==> src/ievr_defs.svh <==
/*
  Register offsets, field positions and reset values of the interrupt event router.
  Assumes an 8-bit register port with one register per address.
*/
`ifndef IEVR_DEFS_SVH
`define IEVR_DEFS_SVH

`define IEVR_ADDR_W          8
`define IEVR_DATA_W          8
`define IEVR_OFS_STATUS_LINK 8'h24
`define IEVR_OFS_STATUS_CV0  8'h25
`define IEVR_OFS_STATUS_CV1  8'h26
`define IEVR_OFS_STATUS_CLK  8'h27
`define IEVR_OFS_SEL_LINK    8'h28
`define IEVR_OFS_SEL_CV0     8'h29
`define IEVR_OFS_SEL_CV1     8'h2a
`define IEVR_OFS_SEL_CLK     8'h2b
`define IEVR_OFS_STATUS_ALL  8'h2c
`define IEVR_OFS_EN_LINK     8'h30
`define IEVR_OFS_EN_CV0      8'h31
`define IEVR_OFS_EN_CV1      8'h32
`define IEVR_OFS_EN_CLK      8'h33
`define IEVR_OFS_PIN_STATE   8'h34
`define IEVR_OFS_SUM_STATUS  8'h35
`define IEVR_OFS_SUM_MASK    8'h36
`define IEVR_MASK_LINK       8'h1f
`define IEVR_MASK_CV         8'h09
`define IEVR_MASK_CLK        8'h33
`define IEVR_SEL_RESET       8'h00
`define IEVR_EN_RESET        8'h00
`define IEVR_BIT_STATUS_ALL  0

`endif

==> src/ievr_pkg.sv <==
/*
  Types shared by the interrupt event router files.
  Assumes the constants header is included where offsets are needed.
*/
package ievr_pkg;
  typedef enum logic [1:0] {
    IEVR_GRP_LINK = 2'h0,
    IEVR_GRP_CV0  = 2'h1,
    IEVR_GRP_CV1  = 2'h2,
    IEVR_GRP_CLK  = 2'h3
  } ievr_group_t;
  typedef logic [7:0] ievr_byte_t;
endpackage

==> src/ievr_grp_if.sv <==
/*
  Interface joining the router top to one event group slice.
  Assumes one clock domain.
*/
`timescale 1ns/10ps
interface ievr_grp_if;
  ievr_pkg::ievr_byte_t live;
  ievr_pkg::ievr_byte_t enable;
  ievr_pkg::ievr_byte_t select;
  ievr_pkg::ievr_byte_t clr_bits;
  ievr_pkg::ievr_byte_t status;
  logic                 pin_first;
  logic                 pin_second;
  modport top   (output live, output enable, output select, output clr_bits,
                 input status, input pin_first, input pin_second);
  modport slice (input live, input enable, input select, input clr_bits,
                 output status, output pin_first, output pin_second);
endinterface

==> src/ievr_group.sv <==
/*
  One group of up to eight interrupt events: latches, live view and pin routing.
  Assumes event inputs are synchronous to core_clk.
*/
`timescale 1ns/10ps
module ievr_group #(
  parameter logic [7:0] VALID = 8'hff
) (
  input  wire logic  core_clk,   // Register clock.
  input  wire logic  srst,       // Synchronous reset, active high.
  ievr_grp_if.slice  g           // Group signals.
);
  logic [7:0] latch_r;
  logic [7:0] to_first;
  logic [7:0] to_second;

  // Latch while enabled; a new event beats a write-one clear in the same cycle.
  always_ff @(posedge core_clk) begin
    if (srst) begin
      latch_r <= 8'h00;
    end else begin
      latch_r <= ((latch_r & ~g.clr_bits) | g.live) & g.enable & VALID; // see (RL2) (RL3)
    end
  end

  genvar i;
  for (i = 0; i < 8; i++) begin : g_bit
    assign g.status[i]  = g.enable[i] ? latch_r[i] : (g.live[i] & VALID[i]); // see (RL1)
    assign to_first[i]  = latch_r[i] & g.enable[i] & ~g.select[i];  // see (RL4) (RL5)
    assign to_second[i] = latch_r[i] & g.enable[i] & g.select[i];   // see (RL4) (RL5)
  end

  assign g.pin_first  = |to_first;  // see (RL7)
  assign g.pin_second = |to_second; // see (RL7)
endmodule

==> src/ievr_router.sv <==
/*
  Interrupt event router: event status, enables, pin selectors, two active-low pins.
  Assumes a one-cycle register port with read data one cycle after the read strobe.
*/
// Implementation choice: the plain strobed port.
// Summary of operation
// (RL1) With an event's enable clear, its status flag shows the live condition and no pin moves.
// (RL2) With the enable set, the flag latches on the event and pulls the selected pin low.
// (RL3) Writing one to a latched flag clears it and releases the pin for that event.
// (RL4) A selector bit of 0 routes to the first pin and 1 to the second; selectors reset to 0.
// (RL5) A selector only acts while its event's enable is set.
// (RL6) A summary flag ORs all flags; writing one to it clears every latched flag.
// (RL7) A pin stays low while any latched, enabled event routed to it remains uncleared.
`timescale 1ns/10ps
`include "ievr_defs.svh"
module ievr_router (
  input  wire logic       core_clk,         // 40 MHz register clock.
  input  wire logic       srst,             // Synchronous reset, active high.
  input  wire logic [7:0] addr,             // Register address.
  input  wire logic [7:0] wdata,            // Write data.
  input  wire logic       wr_stb,           // Write strobe.
  input  wire logic       rd_stb,           // Read strobe.
  output logic      [7:0] rdata,            // Read data, one cycle after rd_stb.
  input  wire logic [4:0] ev_link,          // Jitter, ready, lane, pattern ch1, ch0.
  input  wire logic [1:0] ev_conv0,         // Calibrated, amp protect error.
  input  wire logic [1:0] ev_conv1,         // Calibrated, amp protect error.
  input  wire logic [3:0] ev_clock,         // Delay lost, delay locked, pll lost, pll locked.
  output logic            interrupt_pin_first_n,  // First pin, low when asserted.
  output logic            interrupt_pin_second_n, // Second pin, low when asserted.
  output logic            summary_irq       // Level interrupt from masked summary status.
);
  ievr_grp_if gi[4] ();
  logic [7:0] live    [4];
  logic [7:0] en_r    [4];
  logic [7:0] sel_r   [4];
  logic [7:0] clr     [4];
  logic [7:0] vmask   [4];
  logic [7:0] ofs_st  [4];
  logic [7:0] ofs_sel [4];
  logic [7:0] ofs_en  [4];
  logic [7:0] rdata_nxt;
  logic [3:0] pf;
  logic [3:0] ps;
  logic       any_status;
  logic       clear_all;
  logic [1:0] sum_stat_r;
  logic [1:0] sum_mask_r;
  logic [1:0] sum_ev;
  logic       pin_first_r;
  logic       pin_second_r;

  assign live[0] = {3'h0, ev_link};
  assign live[1] = {4'h0, ev_conv0[1], 2'h0, ev_conv0[0]};
  assign live[2] = {4'h0, ev_conv1[1], 2'h0, ev_conv1[0]};
  assign live[3] = {2'h0, ev_clock[3:2], 2'h0, ev_clock[1:0]};
  assign vmask[0] = `IEVR_MASK_LINK;
  assign vmask[1] = `IEVR_MASK_CV;
  assign vmask[2] = `IEVR_MASK_CV;
  assign vmask[3] = `IEVR_MASK_CLK;
  assign ofs_st[0] = `IEVR_OFS_STATUS_LINK;
  assign ofs_st[1] = `IEVR_OFS_STATUS_CV0;
  assign ofs_st[2] = `IEVR_OFS_STATUS_CV1;
  assign ofs_st[3] = `IEVR_OFS_STATUS_CLK;
  assign ofs_sel[0] = `IEVR_OFS_SEL_LINK;
  assign ofs_sel[1] = `IEVR_OFS_SEL_CV0;
  assign ofs_sel[2] = `IEVR_OFS_SEL_CV1;
  assign ofs_sel[3] = `IEVR_OFS_SEL_CLK;
  assign ofs_en[0] = `IEVR_OFS_EN_LINK;
  assign ofs_en[1] = `IEVR_OFS_EN_CV0;
  assign ofs_en[2] = `IEVR_OFS_EN_CV1;
  assign ofs_en[3] = `IEVR_OFS_EN_CLK;

  assign clear_all = wr_stb && (addr == `IEVR_OFS_STATUS_ALL) &&
                     wdata[`IEVR_BIT_STATUS_ALL];

  ////////////////////////////////////////////////////////////////////////////////
  genvar k;
  for (k = 0; k < 4; k++) begin : g_grp
    // Reserved enable and selector bits are dropped on write and read back as zero.
    always_ff @(posedge core_clk) begin
      if (srst) begin
        en_r[k] <= `IEVR_EN_RESET;
      end else if (wr_stb && addr == ofs_en[k]) begin
        en_r[k] <= wdata & vmask[k]; // see (RL5)
      end
    end

    always_ff @(posedge core_clk) begin
      if (srst) begin
        sel_r[k] <= `IEVR_SEL_RESET; // see (RL4)
      end else if (wr_stb && addr == ofs_sel[k]) begin
        sel_r[k] <= wdata & vmask[k]; // see (RL4)
      end
    end

    // Write-one clears of single flags, or all at once from the summary bit.
    assign clr[k] = clear_all ? 8'hff :
                    ((wr_stb && addr == ofs_st[k]) ? wdata : 8'h00); // see (RL3) (RL6)

    assign gi[k].live     = live[k];
    assign gi[k].enable   = en_r[k];
    assign gi[k].select   = sel_r[k];
    assign gi[k].clr_bits = clr[k];
    assign pf[k] = gi[k].pin_first;
    assign ps[k] = gi[k].pin_second;

    ievr_group #(.VALID(k == 0 ? `IEVR_MASK_LINK :
                        k == 3 ? `IEVR_MASK_CLK : `IEVR_MASK_CV)) u_grp (
      .core_clk (core_clk),
      .srst     (srst),
      .g        (gi[k])
    );
  end

  ////////////////////////////////////////////////////////////////////////////////
  assign any_status = |{gi[0].status, gi[1].status, gi[2].status, gi[3].status}; // see (RL6)

  // Pins come from flops so they are glitch free at the package ball.
  always_ff @(posedge core_clk) begin
    if (srst) begin
      pin_first_r  <= 1'b0;
      pin_second_r <= 1'b0;
    end else begin
      pin_first_r  <= |pf; // see (RL7)
      pin_second_r <= |ps; // see (RL7)
    end
  end

  assign interrupt_pin_first_n  = ~pin_first_r;
  assign interrupt_pin_second_n = ~pin_second_r;

  ////////////////////////////////////////////////////////////////////////////////
  // Sticky summary: bit0 first pin asserted, bit1 second pin asserted.
  assign sum_ev = {pin_second_r, pin_first_r};

  always_ff @(posedge core_clk) begin
    if (srst) begin
      sum_stat_r <= 2'h0;
    end else if (rd_stb && addr == `IEVR_OFS_SUM_STATUS) begin
      sum_stat_r <= sum_ev;
    end else begin
      sum_stat_r <= sum_stat_r | sum_ev;
    end
  end

  always_ff @(posedge core_clk) begin
    if (srst) begin
      sum_mask_r <= 2'h0;
    end else if (wr_stb && addr == `IEVR_OFS_SUM_MASK) begin
      sum_mask_r <= wdata[1:0];
    end
  end

  assign summary_irq = |(sum_stat_r & sum_mask_r);

  ////////////////////////////////////////////////////////////////////////////////
  // Unmapped addresses read as zero; the read register applies the strobe.
  always_comb begin
    rdata_nxt = 8'h00;
    unique case (addr)
      `IEVR_OFS_STATUS_LINK: begin
        rdata_nxt = gi[0].status; // see (RL1)
      end
      `IEVR_OFS_STATUS_CV0: begin
        rdata_nxt = gi[1].status; // see (RL1)
      end
      `IEVR_OFS_STATUS_CV1: begin
        rdata_nxt = gi[2].status; // see (RL1)
      end
      `IEVR_OFS_STATUS_CLK: begin
        rdata_nxt = gi[3].status; // see (RL1)
      end
      `IEVR_OFS_SEL_LINK: begin
        rdata_nxt = sel_r[0];
      end
      `IEVR_OFS_SEL_CV0: begin
        rdata_nxt = sel_r[1];
      end
      `IEVR_OFS_SEL_CV1: begin
        rdata_nxt = sel_r[2];
      end
      `IEVR_OFS_SEL_CLK: begin
        rdata_nxt = sel_r[3];
      end
      `IEVR_OFS_STATUS_ALL: begin
        rdata_nxt = {7'h00, any_status}; // see (RL6)
      end
      `IEVR_OFS_EN_LINK: begin
        rdata_nxt = en_r[0];
      end
      `IEVR_OFS_EN_CV0: begin
        rdata_nxt = en_r[1];
      end
      `IEVR_OFS_EN_CV1: begin
        rdata_nxt = en_r[2];
      end
      `IEVR_OFS_EN_CLK: begin
        rdata_nxt = en_r[3];
      end
      `IEVR_OFS_PIN_STATE: begin
        rdata_nxt = {6'h00, pin_second_r, pin_first_r};
      end
      `IEVR_OFS_SUM_STATUS: begin
        rdata_nxt = {6'h00, sum_stat_r};
      end
      `IEVR_OFS_SUM_MASK: begin
        rdata_nxt = {6'h00, sum_mask_r};
      end
      default: begin
        rdata_nxt = 8'h00;
      end
    endcase
  end

  always_ff @(posedge core_clk) begin
    if (srst) begin
      rdata <= 8'h00;
    end else if (rd_stb) begin
      rdata <= rdata_nxt;
    end else begin
      rdata <= 8'h00;
    end
  end
endmodule

==> config.mk <==
export PLATFORM = sky130hd
export DESIGN_NAME = ievr_router
export DESIGN_NICKNAME = d
export VERILOG_FILES = /design/src/ievr_pkg.sv /design/src/ievr_grp_if.sv /design/src/ievr_group.sv /design/src/ievr_router.sv
export VERILOG_INCLUDE_DIRS = /design/src /design/src/src
export SDC_FILE = /design/constraint.sdc
export NUM_CORES = 1
export LEC_CHECK = 0
export BUFFER_PORTS_ARGS = -buffer_cell sky130_fd_sc_hd__buf_2
export CORE_MARGIN = 2
export CORE_UTILIZATION = 45
export CTS_BUF_LIST = sky130_fd_sc_hd__clkbuf_16
export DETAILED_ROUTE_END_ITERATION = 12
export PLACE_DENSITY = 0.72
export SYNTH_ARGS = -nofsm -noshare
export SYNTH_HDL_FRONTEND = slang
export SYNTH_SLANG_ARGS = --single-unit
==> constraint.sdc <==
create_clock -name core_clk -period 3.2 [get_ports core_clk]
set_clock_uncertainty 0.05 [all_clocks]
set_input_delay 0.16 -clock core_clk [delete_from_list [all_inputs] [get_ports core_clk]]
set_output_delay 0.16 -clock core_clk [all_outputs]
set_load 0.005 [all_outputs]
# Word-level counts from Yosys, hierarchy flattened
# Memory sizes are Yosys's and may differ from the RTL's.
# Cells that the tools add are included.
# classes
n_eq_ne,16
n_shift,0
reduce_logical,21
mul,0
n_lt_le_gt_ge,0
bitwise_logic,157
n_addsub,0
div_mod_pow,0
n_mux,63
# ops
cell,count
$eq A8 B6 Y1 const B,16
$pmux W8 S16,1
$reduce_or A32 Y1,3
$and A1 B1 Y1,69
$mux W6,10
$mux W1,45
$not A1 Y1,27
$and A4 B4 Y4,4
$logic_and A1 B1 Y1,16
$mux W4,4
$and A6 B6 Y6,2
$and A1 B1 Y1 const A,11
$and A5 B5 Y5,2
$mux W5,2
$and A1 B1 Y1 const AB,8
$and A1 B1 Y1 const B,8
$not A1 Y1 const A,8
$not A4 Y4,2
$or A1 B1 Y1,8
$or A4 B4 Y4,2
$not A6 Y6,1
$or A6 B6 Y6,1
$not A5 Y5,1
$or A5 B5 Y5,1
4 further kinds,5
# totals
n_memories,2
romBits,0
reg_bits,27
latch_bits,0
out_inout_bits,11
input_bits,33
mem_bits_rw,48
elab_cells,268
# memory_table
memory,depth,width,rd,rd_ports_with_merged_regs,write_ports,line,rtl
en_r,4,6,4,0,4,ievr_router.sv:34,logic [7:0] en_r [4];
sel_r,4,6,4,0,4,ievr_router.sv:35,logic [7:0] sel_r [4];

# Depth between registers and ports, before layout
# depth
ltp_word,8
ltp_mapped,8
mapped_depth_nobuf,5

# Cells and area by module
# A second synthesis with hierarchy kept.
# hier_totals
cells_unflattened,398
area_unflattened_um2,3607.2
# by_module_without_submodules
mod,area_each_um2,cells_per_inst,n_inst,seq_area_each_um2
ievr_router,2632.5,266,1,1061.0
ievr_group (g_grp[1].u_grp ...),175.2,25,2,40.0
ievr_group (g_grp[0].u_grp),326.6,49,1,100.1
ievr_group (g_grp[3].u_grp),297.8,33,1,80.1

# Worst setup path before layout
# Ideal clock, no wire load.
# synth_path
kind,in2reg
startpoint,in addr[4]
endpoint,"mem sel_r[0][0] (netlist bit), enable pin"
t_required_ns,2.839
path_slack_ns,1.182
setup_time_ns,0.311
t_arrival_ns,1.658
path_buffers,2
path_stages,6
cell_sequence,buf_6 > or4b_4 > buf_6 > or3_4 > nor2_4 > a21o_1
# synth_lines
item,line,rtl
from (decl),ievr_router.sv:19,"input wire logic [7:0] addr,"
to (decl),ievr_router.sv:35,

# Final worst setup path
# layout_path
startpoint,in addr[1]
endpoint,reg g_grp[0].u_grp.latch_r[0]
# layout_via
elab_chain_len,8
elab_cells_between_ends,11
classes_between,2 x eq/ne; 2 x mux; 4 x bitwise; 3 x reduce/logical
# layout_rtl
item,line,rtl
"$eq A8 B6 Y1, on equally long branches",-,
"$logic_and A1 B1 Y1, on equally long branches","ievr_router.sv:98, ievr_router.sv:73",
$mux W5 or $logic_and A1 B1 Y1 (tied branches),"ievr_router.sv:98, ievr_router.sv:73",
$mux W5 *,ievr_router.sv:97,assign clr[k] = clear_all ? 8'hff :
$not A5 Y5 *,ievr_group.sv:22,latch_r <= ((latch_r & ~g.clr_bits) | g.live) & g.enable & VALID;
$and A5 B5 Y5 *,ievr_group.sv:22,
$or A5 B5 Y5 *,ievr_group.sv:22,
$and A5 B5 Y5 *,ievr_group.sv:22,
to (signal assigned),ievr_group.sv:22,
to (decl),ievr_group.sv:13,logic [7:0] latch_r;
# Mark *: on every way between the ends. The rest lies on a longest branch, timed or not.
# A chain may end at the register's enable or synchronous reset.

==> results.md <==
* Worst-Margin Slew at ~800 ps
* Primary FF master, synth: edfxtp_1
* Antenna violations before repair at 0
* RSZ-0062 raised after global routing: no
* Die height at approximately 85 µm
* Status: finished, final reports clean
* Leak at 1.20 nW
* Post-Syn Area at about 3000 µm²
* DPL Wire Length at 6.05 mm
* DR DRC count at 0
* CTS max path bufs at 2
* Final setup violation count at 0
* Clock Latency Late Sink at a little under 300 ps
* Flop2flop setup slack at 1330 ps
* Max-slew headroom at a little under half
* Die Width at around 85 µm
* Cell Rows at 29
* Clock sinks at 51
* CP Capture Type: flip-flop
* DR vias at 2770
* TritonCTS Buffers at 5
* Max Fclk at around 480 MHz
* P per Cell Area at 430 nW/µm²
* Synth-to-Final Area Change at 11.6%
* Top-area cell type share of the netlist area at about a quarter
* Sequential fraction of the synthesis area at between 40 and 50%
* Initial Util at 46.6%
* Vias in the first global route at roughly 2500
* Synth area leader: edfxtp_1
* Total power at around 0.0014 W
* Synth unique cells at 55
* Worst-path clk slew at roughly 70 ps
* Setup TNS Final at 0 ps
* Fin Hold WS at between 50 and 60 ps
* Syn Inst Count at roughly 320
* Global Route Usage Sum at between 20% and 30%
* Filler Cell Count at around 620
* H-tree depth at 2
* Min-Delay Path Class: in -> reg
* Router iterations before antenna repair at 5
* GRT overflow at 0
* Drt via density at 6.49
* Setup WS pre-CTS at roughly 900 ps
* Critical Path RT at between 3000 and 4000 ps
* Tcrit/Tclk final at about two thirds
* Syn avg cell area at between 9 and 10 µm²
* Routed Antenna Nets at 0
* GP Congestion at ~0.95
* Wirelength per Cell at 19.6 µm
* Number of synthesized register bits at 51
* Largest net degree at the start of global routing at 32
* Max_cap viols at 0
* Iter 0 DRT Violations at about 380
* # hold bufs at CTS at 0
* CTS tree: built
* Max IR drop VDD at ~0.24 mV
* Total Die Area at around 7300 µm²
* Ports at 44
* Area contributors post-synth: edfxtp_1, dfxtp_1, and2_1, nor3b_1, nand3_1
* Min Tclk post-route at roughly 2100 ps
* Post-CTS Setup Bufs at 0
* Root buf cell: clkbuf_16
* Global-route wire length before repair at between 10 and 15 mm
* Antenna diodes at 0
* Asr flop ratio synth at 0%
* Yosys warns at 0
* Final Net Count at 382
* EDFF count, synth at 26
* Final Hold Fails at 0
* Core area at 6390 µm²
* WS Path Type: in -> reg
* Worst Path Max Fanout at 18
* Final setup margin at between 1000 and 1500 ps
* CP Launch Type: primary input
* Post-CTS Resized at 0
* Max-slew violation count at 0
* Arrival @ worst endpoint at between 2000 and 2500 ps
* Final wirelength at 8.35 mm
* Port bufs at 39
* Layout cells sized above 1 at between 20% and 30%
-- cell type report --
cell class	count	area, µm²	area share, %
clock buffer	5	125	3.77
tap	77	96.3	2.90
sequential	51	1280	38.6
clock inverter	3	11.3	0.339
multi-input combinational	247	1590	48.0
timing repair buffer	39	195	5.88
inverter	5	18.8	0.565
-- critical path: stages --
cell     delay (ps)
buf_2           210
or2_2           450
nor4b_1         270
nand4_1         600
a31oi_1         400
nor3b_1          80
-- kinds of logic (layout without fill, tap and decap cells) --
family	count (synthesis)	after routing	synth area share [%]
buf+inv	22	52	3.53
mux	14	14	5.05
compound gates	71	71	16.4
flops	51	51	43.1
simple gates	160	160	31.8
other cells	1	2	0.126
-- placed cells by master, fill, tap and decap left out, types with 3 or more instances in the layout --
master and instances:
buf_2 39, nand2_1 29, edfxtp_1 26, dfxtp_1 25
nand3_1 22, and2_1 20, nor2_1 18, a31oi_1 15
nor3b_1 15, a21oi_1 11, mux2_2 8, nor2b_1 7
a21o_1 7, nand4_1 7, o22ai_1 7, o21ai_0 7
inv_1 6, nand2b_1 6, mux2i_1 6, clkbuf_16 5
or2_2 4, a31o_2 4, nor3_1 4, and3_1 4
nor3_4 3, nor4b_1 3, a311oi_1 3, a22oi_1 3
-- cells in the mapped netlist (4+ instances only) --
cell,number
edfxtp_1,26
dfxtp_1,25
nand3_1,22
a21o_1,7
nor3_1,4
mux2i_1,6
and3_1,4
nor2b_1,7
a21oi_1,11
nand4_1,7
o22ai_1,7
nand2b_1,6
nor3b_1,15
clkbuf_1,12
mux2_2,8
or2_2,4
nor2_1,18
and2_1,20
a31oi_1,15
inv_1,5
nand2_1,29
a31o_2,4
o21ai_0,7
-- report_power, final --
group	internal, W	switching (W)	leakage, nW
Clock	0.000282	0.000231	0.0701
Combinational	0.0000656	0.0000964	0.680
Sequential	0.000717	0.0000349	0.451
-- path summary, 6_finish.rpt --
check,start,to,cells past startpoint
max,addr[1],g_grp[0].u_grp.latch_r[0],6
min,ev_conv1[0],g_grp[2].u_grp.latch_r[0],3
max reg2reg,en_r[3][5],rdata[0],5
min reg2reg,g_grp[1].u_grp.latch_r[0],g_grp[1].u_grp.latch_r[0],2
-- sequential cells by signal (all words and copies together), names as in the netlist --
signal / flops
sum_mask_r: 2
en_r: 13
sel_r: 13
sum_stat_r: 2
g_grp.u_grp.latch_r: 13
rdata: 6
pin_second_r: 1
pin_first_r: 1
-- layer usage --
layer | track usage (%) | up-vias | part of all wire (%)
met5 | 0 | - | 0
met4 | 9.81 | 0 | 2.9
met3 | 4.09 | 27 | 9.1
met2 | 35.4 | 162 | 46
met1 | 33.7 | 1315 | 42
li1 | - | 1266 | -
-- stage by stage --
stage / utilization, % / std cells / cell area, µm²
after floorplan: - / 320 / 2980
after global placement: 49.9 / 419 / 3180
after detailed placement: 49.9 / 419 / 3180
after CTS: 52.0 / 427 / 3320
after global routing: 52.0 / 427 / 3320
final: 52.0 / 427 / 3320
Power figures use the tool's default switching activity.
